## config.mk

```make
export PLATFORM = sky130hd
export DESIGN_NAME = psf_status_word
export DESIGN_NICKNAME = d
export VERILOG_FILES = /design/src/psf_pkg.sv /design/src/psf_flag_unit.sv /design/src/psf_status_word.sv
export SDC_FILE = /design/constraint.sdc
export NUM_CORES = 1
export LEC_CHECK = 0
export BUFFER_PORTS_ARGS = -buffer_cell sky130_fd_sc_hd__buf_2
export CORE_ASPECT_RATIO = 0.75
export CORE_MARGIN = 4
export CORE_UTILIZATION = 50
export DETAILED_ROUTE_END_ITERATION = 16
export PLACE_DENSITY_LB_ADDON = 0.3
export SLEW_MARGIN = 20
export SYNTH_ARGS = -nofsm -noshare
export SYNTH_HDL_FRONTEND = slang
export SYNTH_SLANG_ARGS = --single-unit
```

## constraint.sdc

```tcl
create_clock -name sys_clk -period 6 [get_ports sys_clk]
set_input_delay 0.6 -clock sys_clk [delete_from_list [all_inputs] [get_ports sys_clk]]
set_output_delay 0.6 -clock sys_clk [all_outputs]
set_load 0.005 [all_outputs]
```

## src/psf_pkg.sv

```systemverilog
// package: program status flags constants and carrier types
package psf_pkg;
  localparam logic [7:0] PSF_SFR_ADDR   = 8'hD0;  // status register address, all pages
  localparam logic [4:0] PSF_BIT_PREFIX = 5'h1A;  // bit addresses D0H..D7H share this prefix
  localparam logic [7:0] PSF_RESET_VAL  = 8'h00;
  localparam int         PSF_CY_BIT     = 7;
  localparam int         PSF_AC_BIT     = 6;
  localparam int         PSF_UF0_BIT    = 5;
  localparam int         PSF_BSH_BIT    = 4;
  localparam int         PSF_BSL_BIT    = 3;
  localparam int         PSF_OV_BIT     = 2;
  localparam int         PSF_UF1_BIT    = 1;
  localparam int         PSF_PAR_BIT    = 0;
  localparam int         PSF_BANK_SHIFT = 3;      // eight working registers per bank
  localparam logic [3:0] PSF_BCD_MAX    = 4'h9;
  localparam logic [8:0] PSF_DA_LOW     = 9'h006;
  localparam logic [8:0] PSF_DA_HIGH    = 9'h060;
  localparam logic [15:0] PSF_MUL_LIMIT = 16'h00FF;
  localparam logic [7:0] PSF_ZERO_BYTE  = 8'h00;

  typedef enum logic [2:0] {
    PSF_OP_NONE, PSF_OP_ADD, PSF_OP_ADDC, PSF_OP_SUBB,
    PSF_OP_MUL, PSF_OP_DIV, PSF_OP_DA, PSF_OP_CJNE
  } psf_op_kind_t;

  typedef struct packed {
    psf_op_kind_t kind;
    logic [7:0]   a;  // first operand (accumulator for DA)
    logic [7:0]   b;  // second operand / divisor
  } psf_op_t;

  typedef struct packed {
    logic updCy;
    logic updAc;
    logic updOv;
    logic cy;
    logic ac;
    logic ov;
  } psf_flags_t;
endpackage

```

## src/psf_flag_unit.sv

```systemverilog
// flag results for one arithmetic, adjust or compare operation
`timescale 1ns/100ps
module psf_flag_unit import psf_pkg::*; (
  // operation
  input  wire psf_op_t    op,
  // current flags
  input  wire logic       carryIn,
  input  wire logic       nibbleCarryIn,
  // results
  output psf_flags_t      flags
);
  logic       cinAdd;
  logic [4:0] addLow;
  logic [7:0] addSeven;
  logic [8:0] addFull;
  logic [4:0] subLow;
  logic [7:0] subSeven;
  logic [8:0] subFull;
  logic [15:0] product;
  logic       lowAdjust;
  logic [8:0] daStep;
  logic       highAdjust;

  // add path: carries out of bit 3, bit 6 and bit 7
  assign cinAdd   = (op.kind == PSF_OP_ADDC) ? carryIn : 1'b0;
  assign addLow   = {1'b0, op.a[3:0]} + {1'b0, op.b[3:0]} + {4'h0, cinAdd};
  assign addSeven = {1'b0, op.a[6:0]} + {1'b0, op.b[6:0]} + {7'h00, cinAdd};
  assign addFull  = {1'b0, op.a} + {1'b0, op.b} + {8'h00, cinAdd};
  // subtract with borrow: borrows into bit 3, bit 6 and bit 7
  assign subLow   = {1'b0, op.a[3:0]} - {1'b0, op.b[3:0]} - {4'h0, carryIn};
  assign subSeven = {1'b0, op.a[6:0]} - {1'b0, op.b[6:0]} - {7'h00, carryIn};
  assign subFull  = {1'b0, op.a} - {1'b0, op.b} - {8'h00, carryIn};
  assign product  = op.a * op.b;
  // decimal adjust: low nibble step, then high nibble decides the carry
  assign lowAdjust  = nibbleCarryIn || (op.a[3:0] > PSF_BCD_MAX);
  assign daStep     = {1'b0, op.a} + (lowAdjust ? PSF_DA_LOW : 9'h000);
  assign highAdjust = carryIn || daStep[8] || (daStep[7:4] > PSF_BCD_MAX);

  // per-operation flag selection
  always_comb begin
    flags = '0;
    unique case (op.kind)
      PSF_OP_NONE: begin
        flags = '0;
      end
      PSF_OP_ADD, PSF_OP_ADDC: begin
        flags = '{updCy: 1'b1, updAc: 1'b1, updOv: 1'b1,
                  cy: addFull[8],
                  ac: addLow[4],
                  ov: addSeven[7] ^ addFull[8]};
      end
      PSF_OP_SUBB: begin
        flags = '{updCy: 1'b1, updAc: 1'b1, updOv: 1'b1,
                  cy: subFull[8],
                  ac: subLow[4],
                  ov: subSeven[7] ^ subFull[8]};
      end
      PSF_OP_MUL: begin
        flags = '{updCy: 1'b1, updAc: 1'b0, updOv: 1'b1,
                  cy: 1'b0,
                  ac: 1'b0,
                  ov: product > PSF_MUL_LIMIT};
      end
      PSF_OP_DIV: begin
        flags = '{updCy: 1'b1, updAc: 1'b0, updOv: 1'b1,
                  cy: 1'b0,
                  ac: 1'b0,
                  ov: op.b == PSF_ZERO_BYTE};
      end
      PSF_OP_DA: begin
        flags = '{updCy: 1'b1, updAc: 1'b0, updOv: 1'b0,
                  cy: highAdjust,
                  ac: 1'b0, ov: 1'b0};
      end
      PSF_OP_CJNE: begin
        flags = '{updCy: 1'b1, updAc: 1'b0, updOv: 1'b0,
                  cy: op.a < op.b,
                  ac: 1'b0, ov: 1'b0};
      end
    endcase
  end
endmodule

```

## src/psf_status_word.sv

```systemverilog
// program status word register with flag update, bank select and parity
`timescale 1ns/100ps
module psf_status_word import psf_pkg::*; (
  // clock and reset
  input  wire logic       sys_clk,
  input  wire logic       reset,
  // special function register byte access
  input  wire logic [7:0] sfrAddr,
  input  wire logic       sfrWrite,
  input  wire logic [7:0] sfrWrData,
  output logic [7:0]      sfrRdData,
  output logic            sfrHit,
  // bit access
  input  wire logic [7:0] bitAddr,
  input  wire logic       bitWrite,
  input  wire logic       bitWrData,
  output logic            bitRdData,
  // operation that updates flags
  input  wire psf_op_t    aluOp,
  input  wire logic [7:0] accValue,
  // status towards the core
  output logic [7:0]      statusWord,
  output logic            carryFlag,
  output logic [4:0]      bankBase
);
  logic [7:1] flagBits;        // stored writable bits
  logic [7:1] next_flagBits;
  logic [7:1] opBits;
  logic [7:1] bitWrBits;
  psf_flags_t opFlags;
  logic       byteHit;
  logic       bitHit;
  logic       parityBit;

  psf_flag_unit u_flag_unit (
    .op            (aluOp),
    .carryIn       (flagBits[PSF_CY_BIT]),
    .nibbleCarryIn (flagBits[PSF_AC_BIT]),
    .flags         (opFlags)
  );

  // address decode for byte and bit access, page is ignored
  assign byteHit   = sfrAddr == PSF_SFR_ADDR;
  assign bitHit    = bitAddr[7:3] == PSF_BIT_PREFIX;
  assign parityBit = ^accValue;

  // operation result merged into stored bits; user and bank bits untouched
  always_comb begin
    opBits = flagBits;
    if (opFlags.updCy) begin
      opBits[PSF_CY_BIT] = opFlags.cy;
    end
    if (opFlags.updAc) begin
      opBits[PSF_AC_BIT] = opFlags.ac;
    end
    if (opFlags.updOv) begin
      opBits[PSF_OV_BIT] = opFlags.ov;
    end
  end

  // single bit write; bit 0 write is dropped because parity is read-only
  always_comb begin
    bitWrBits = opBits;
    if (bitAddr[2:0] != 3'(PSF_PAR_BIT)) begin
      bitWrBits[bitAddr[2:0]] = bitWrData;
    end
  end

  // byte write overrides the same-cycle operation result; a bit write overrides only its own bit of it
  assign next_flagBits = (sfrWrite && byteHit) ? sfrWrData[7:1] :
                         (bitWrite && bitHit)  ? bitWrBits : opBits;

  // flag register
  always_ff @(posedge sys_clk) begin
    if (reset) begin
      flagBits <= PSF_RESET_VAL[7:1];
    end else begin
      flagBits <= next_flagBits;
    end
  end

  // outputs
  assign statusWord = {flagBits, parityBit};
  assign carryFlag  = flagBits[PSF_CY_BIT];
  assign bankBase   = {flagBits[PSF_BSH_BIT:PSF_BSL_BIT], 3'b000};
  assign sfrRdData  = byteHit ? statusWord : PSF_ZERO_BYTE;
  assign sfrHit     = byteHit;
  assign bitRdData  = bitHit && statusWord[bitAddr[2:0]];

  // reference values used only by the checks below
  logic       hostWrite;
  logic       refCin;
  logic [8:0] refSum;
  logic [7:0] refSeven;
  logic [4:0] refNib;
  logic [8:0] refDiff;
  logic [7:0] refDiffSeven;
  logic       refLess;
  logic [15:0] refProd;
  assign hostWrite    = (sfrWrite && byteHit) || (bitWrite && bitHit);
  assign refCin       = (aluOp.kind == PSF_OP_ADDC) && carryFlag;
  assign refSum       = {1'b0, aluOp.a} + {1'b0, aluOp.b} + {8'h00, refCin};
  assign refSeven     = {1'b0, aluOp.a[6:0]} + {1'b0, aluOp.b[6:0]} + {7'h00, refCin};
  assign refNib       = {1'b0, aluOp.a[3:0]} + {1'b0, aluOp.b[3:0]} + {4'h0, refCin};
  assign refDiff      = {1'b0, aluOp.a} - {1'b0, aluOp.b} - {8'h00, carryFlag};
  assign refDiffSeven = {1'b0, aluOp.a[6:0]} - {1'b0, aluOp.b[6:0]} - {7'h00, carryFlag};
  assign refLess      = aluOp.a < aluOp.b;
  assign refProd      = aluOp.a * aluOp.b;
endmodule

```

==> results of run 1 <==
## tightest hold or removal path, stage by stage, from the launching register on
cell,delay (ps)
dfxtp_1,320
o21ai_0,90
a311oi_1,90
## power by group
group	internal (mW)	total, mW	switching [mW]	leakage [nW]
Sequential	0.0489	0.0523	0.00331	0.0570
Clock	0.0461	0.0678	0.0217	0.0228
Combinational	0.286	0.693	0.407	2.12
Total	0.381	0.813	0.432	2.20
## layout by cell type (no fill, tap or decap), types with 5 or more instances in the layout
| cell | n |
|---|---|
| a211oi_1 | 5 |
| a21oi_1 | 16 |
| and2_1 | 16 |
| buf_2 | 75 |
| dfxtp_1 | 7 |
| fa_1 | 37 |
| ha_1 | 65 |
| inv_1 | 80 |
| nand2_1 | 33 |
| nand2b_1 | 6 |
| nand3_1 | 6 |
| nor2_1 | 62 |
| nor3_1 | 8 |
| nor4_1 | 6 |
| o211ai_1 | 6 |
| o21ai_0 | 21 |
| xnor2_1 | 12 |
## area by class of cell
cell class                      count  area, µm²
Multi-Input combinational cell    371       3124
Clock buffer                        4      45.04
Inverter                           84      315.3
Timing Repair Buffer               78      397.9
Tap cell                           98      122.6
Fill cell                         644       2849
Sequential cell                     7      140.1
## worst paths after layout
kind	from	end	slack [ps]	cells after the start
min	flagBits[1]$_SDFFE_PP0P_	flagBits[1]$_SDFFE_PP0P_	550	2
max	aluOp[10]	flagBits[2]$_SDFF_PP0_	800	17
max reg2reg	flagBits[7]$_SDFF_PP0_	flagBits[2]$_SDFF_PP0_	3040	10
min reg2reg	flagBits[1]$_SDFFE_PP0P_	flagBits[1]$_SDFFE_PP0P_	550	2
## cells by family (layout without fill, tap and decap cells)
| family | count (synthesis) | after routing | synth area share |
|---|---|---|---|
| simple gates | 166 | 166 | 0.2260 |
| mux | 6 | 6 | 0.01733 |
| xor+xnor | 14 | 14 | 0.03330 |
| compound gates | 80 | 80 | 0.1468 |
| other cells | 1 | 3 | 0.001018 |
| flops | 7 | 7 | 0.03806 |
| buf+inv | 101 | 166 | 0.1155 |
| fa+ha+maj | 102 | 102 | 0.4220 |
## per-layer routing
layer  vias up  global-route usage  share of wire
li1       1718                   -              -
met1      1724              0.3333           0.45
met2       177              0.3377           0.43
met3         6             0.05361           0.11
met4         0             0.01022         0.0040
met5         -                   0              0
## through the flow
| step | util | setup slack [ps] | hold WS (ps) | area (µm²) |
|---|---|---|---|---|
| after floorplan | - | 1179 | 503.7 | 3690 |
| after global routing | 0.5927 | 539.8 | 572.5 | 4145 |
| after global placement | 0.5862 | 689.3 | 518.2 | 4100 |
| after CTS | 0.5927 | 842.3 | 545.6 | 4145 |
| after detailed placement | 0.5862 | 617.5 | 518.7 | 4100 |
| final | 0.5927 | 800.4 | 545.7 | 4145 |
==> results.md, run 1 <==
* WP data required at 6120 ps
* Post-cts resize count at 0
* Placed cell count at 638
* Layout Cells excl Fill at 642
* Horiz. Die Dim at around 110 µm
* Cell Pwr Density at 196.2 mW/mm²
* Layout cells sized above 1 at 0.1691
* Initial Util at 0.5265
* Worst path cell trace: buf_2, inv_1, nor2_1, fa_1, fa_1, fa_1, inv_1, fa_1, inv_1, ha_1, o21a_1, or3_1, a221oi_1, nand4_1, nor4_1, nand4_1, a22o_1
* Largest Register: flagBits
* Async SR Flop Fraction at 0
* First-pass GRT wire length at 16000 µm
* Clk_lat worst skew at 230 ps
* Grt total ovfl at 0
* H-Tree Depth at 1
* Slew Viols, Final at 0
* Buffers plus inverters on the worst setup path at 4
* Max FFs per register at 7
* Core area at around 0.007 mm²
* Clk_skew at between 1.5 and 2 ps
* Crit Path Max Fanout at 7
* Rows at 26
* Count leader, synth: inv_1
* Area of the die at between 0.008 and 0.009 mm²
* CP delay by family, top: adder cells
* Via density at 5.646
* Layout area overhead at 12.57%
* RD Place Congestion at 0.9081
* DR WL/cell at 14.96 µm
* Total Neg Setup Slack at 0 ps
* Layout Nets at ~700
* Drt first pass iters at 6
* Vias at roughly 3600
* Starting DRT DRC Count at 303
* Min Tclk post-route at between 5000 and 6000 ps
* Pleak at 2.202 nW
* Max VDD drop at between 100 and 150 µV
* Synth cell types at 65
* Slew @ Worst Pin at 936.3 ps
* Setup CP Type: in2reg
* Area contributors post-synth: ha_1 (22%), fa_1 (20%), inv_1 (8.2%), nor2_1 (6.3%), dfxtp_1 (3.8%)
* Synth Instances at 477
* Clock sink total at 7
* Antenna violations before repair at 0
* Area leader, netlist: ha_1
* EDFF count, synth at 0
* Dominant synthesized flop cell: dfxtp_1
* Final hold violations at 0
* CTS tree: built
* Setup violators final at 0
* Synthesized area at 0.003682 mm²
* Synth top area share at 0.2209
* Max clock buf depth at 2
* Hold buffers post-CTS at 0
* Post-route DRC at 0
* Hold Path Class: reg2reg
* Largest net degree at the start of global routing at 14
* Top Ports at 80
* N_diodes at 0
* Syn_area_per_cell at 7.720 µm²
* Tot Pwr at 0.8135 mW
* Post-route ant nets at 0
* Max stage delay cell, worst path: fa_1
* Cts bufs inserted at 3
* Clock slew seen by the registers of the worst setup and hold paths at about 40 ps
* Fmax at 192.3 MHz
* I/O Buffers at 75
* Commonest cells post-synth: inv_1 (80), ha_1 (65), nor2_1 (62), fa_1 (37), nand2_1 (33)
* Max-Cap Viols at 0
* CP most frequent cell: fa_1
* Overall Global Routing Usage at 0.2218
* Setup crit start kind: input port
* Drt total wl at 9602 µm
* Worst setup EP type: flop
* DPL Wire Length at 8302 µm
* RSZ-0062 raised after global routing: no
* Vias in the first global route at approximately 3300
* Postcts setup bufs at 0
* Sequential share of the synthesized area at 0.03806
* Die height at ~80 µm
* Synth Warn # at 0
* Post-synthesis register bit count at 7
* Fin crit share at 0.8666
* Status: complete, no violations
* Top Registers: flagBits x7
* CTS root buf: clkbuf_8
* Max transition margin at 0.3706
* Max incr delay on CP at 550 ps
* CP Data Arrival Time at about 5300 ps
(Power assumes the default switching activity.)
==> run 2, diff against run 1 <==
==> constraint.sdc (replaced) <==
create_clock -name sys_clk -period 6 [get_ports sys_clk]
set_input_delay 0.9 -clock sys_clk [delete_from_list [all_inputs] [get_ports sys_clk]]
set_output_delay 0.9 -clock sys_clk [all_outputs]
set_load 0.005 [all_outputs]
==> run 2 against run 1 <==
  * Clock power up 5.0%
  * Sequential power about the same
  * Global-route usage down 0.50 points
  * Worst setup slack worse by 240 ps
  * Via count down 1.2%
  * First-iteration DRC count down 6.3%
  * Clock-buffer cell count unchanged
  * Critical path depth unchanged
  * Utilization up 0.43 points
  * Flip-flop and latch count unchanged
  * Design area up 0.72%
==> results.md, run 2 (same netlist as run 1, synthesis figures left out) <==
* Slew @ Worst Pin at 968.1 ps (+31.75 ps)
* Vias in the first global route at 3253 (-2.8%)
* Final hold violations at 0 (unchanged)
* Most frequent cells in the layout: inv_1 (80), buf_2 (75), ha_1 (65), nor2_1 (62), fa_1 (37)
* Initial Util at 0.5265 (unchanged)
* Fin crit share at 0.9059 (+0.03931)
* Layout cells sized above 1 at 0.1752 (+0.006065)
* Layout Cells excl Fill at 646 (+0.62%)
* Max transition margin at 0.3493 (-0.02135)
* Fmax at 184.0 MHz (-4.3%)
* CTS tree: built
* Max clock buf depth at 2 (unchanged)
* Tot Pwr at 0.8148 mW (+0.16%)
* Pre-CTS setup slack at 367.5 ps (-250.0 ps)
* Drt first pass iters at 5 (-1)
* I/O Buffers at 75 (unchanged)
* Post-route DRC at 0 (unchanged)
* Min Tclk post-route at 5435 ps (+235.9 ps)
* DR WL/cell at 15.02 µm (+0.44%)
* Post-route ant nets at 0 (unchanged)
* Most common cell after layout, fill and taps aside: inv_1
* Uppermost routed layer: met4
* Design area at 0.004175 mm² (+0.72%)
* RD Place Congestion at 0.9173 (+1.0%)
* Fin util at 0.5970 (+0.004294)
* CTS root buf: clkbuf_8
* Worst Slack Setup Final at 564.5 ps (-235.9 ps)
* RSZ-0062 raised after global routing: no
* Met3 WL post-DR at 813 µm (-26%)
* Crit Path Max Fanout at 7 (unchanged)
* DPL Wire Length at 8309 µm (about the same)
* Drt total wl at 9704 µm (+1.1%)
* WP data required at 6130 ps (about the same)
* Worst setup EP type: flop
* Met2 WL at 4141 µm (-0.14%)
* Die height at 82.32 µm (unchanged)
* Layout Nets at 707 (+0.57%)
* N_diodes at 0 (unchanged)
* WHS at 536.9 ps (-8.866 ps)
* CP Data Arrival Time at 5570 ps (+250 ps)
* Post-cts resize count at 0 (unchanged)
* Clk_lat worst skew at 240 ps (about the same)
* Area of the die at 0.008816 mm² (unchanged)
* Clock sink total at 7 (unchanged)
* Hold Path Class: reg2reg
* Clock slew seen by the registers of the worst setup and hold paths at 50 ps (about the same)
* Placed cell count at 642 (+0.63%)
* Largest net degree at the start of global routing at 14 (unchanged)
* Max VDD drop at 175.0 µV (+22%)
* Status: complete, no violations
* Top Registers: flagBits x7
* Largest Register: flagBits
* Setup violators final at 0 (unchanged)
* Core area at 0.006994 mm² (unchanged)
* DP Area at 0.004130 mm² (+0.73%)
* Antenna violations before repair at 0 (unchanged)
* Pleak at 2.221 nW (+0.87%)
* Postcts setup bufs at 0 (unchanged)
* H-Tree Depth at 1 (unchanged)
* Total Neg Setup Slack at 0 ps (unchanged)
* Starting DRT DRC Count at 284 (-6.3%)
* Slew Viols, Final at 0 (unchanged)
* Max-Cap Viols at 0 (unchanged)
* Met1 wire length at 4727 µm (+9.6%)
* Setup crit start kind: input port
* Setup CP Type: in2reg
* Top Ports at 80 (unchanged)
* Grt total ovfl at 0 (unchanged)
* First-pass GRT wire length at 15480 µm (-3.3%)
* Max FFs per register at 7 (unchanged)
* Via density at 5.543 (-1.8%)
* Overall Global Routing Usage at 0.2167 (-0.005042)
* Cts bufs inserted at 3 (unchanged)
* Vias at 3581 (-1.2%)
* Layout area overhead at 13.39%
* Clk_skew at 10.23 ps (+8.574 ps)
* Hold buffers post-CTS at 0 (unchanged)
* Cell Pwr Density at 195.1 mW/mm² (-0.56%)
* Rows at 26 (unchanged)
* Horiz. Die Dim at 107.1 µm (unchanged)
-- run 2: cell type report --
cell class,count,area (µm²)
Clock buffer,4,45.04
Fill cell,663,2819
Inverter,84,315.3
Multi-Input combinational cell,371,3124
Sequential cell,7,140.1
Tap cell,98,122.6
Timing Repair Buffer,82,427.9
-- run 2: final timing paths --
kind	to	depth (start not counted)	slack, ps	start
worst min register to register	flagBits[5]$_SDFFE_PP0P_	2	540	flagBits[5]$_SDFFE_PP0P_
worst max register to register	flagBits[2]$_SDFF_PP0_	10	3030	flagBits[7]$_SDFF_PP0_
worst min-delay path	flagBits[5]$_SDFFE_PP0P_	2	540	flagBits[5]$_SDFFE_PP0P_
worst max-delay path	flagBits[2]$_SDFF_PP0_	17	560	aluOp[6]
-- run 2: routing by layer --
metal,vias to the layer above,GRT usage
li1,1725,-
met1,1707,0.3471
met2,144,0.3215
met3,5,0.02953
met4,0,0.008940
met5,-,0
-- run 2: report_power, final --
group	internal [mW]	total (mW)	switching [mW]
sequential	0.0489	0.0524	0.00348
clock	0.0464	0.0712	0.0248
combinational	0.287	0.691	0.405
-- run 2: worst max-delay path, cell delays in order --
cell and delay, ps:
buf_2 140, inv_1 230, nor2_1 120, fa_1 490, fa_1 520, fa_1 540, inv_1 50, fa_1 530
inv_1 40, ha_1 380, o21a_1 230, or3_1 310, a221oi_1 320, nand4_1 140, nor4_1 240, nand4_1 170
a22o_1 200
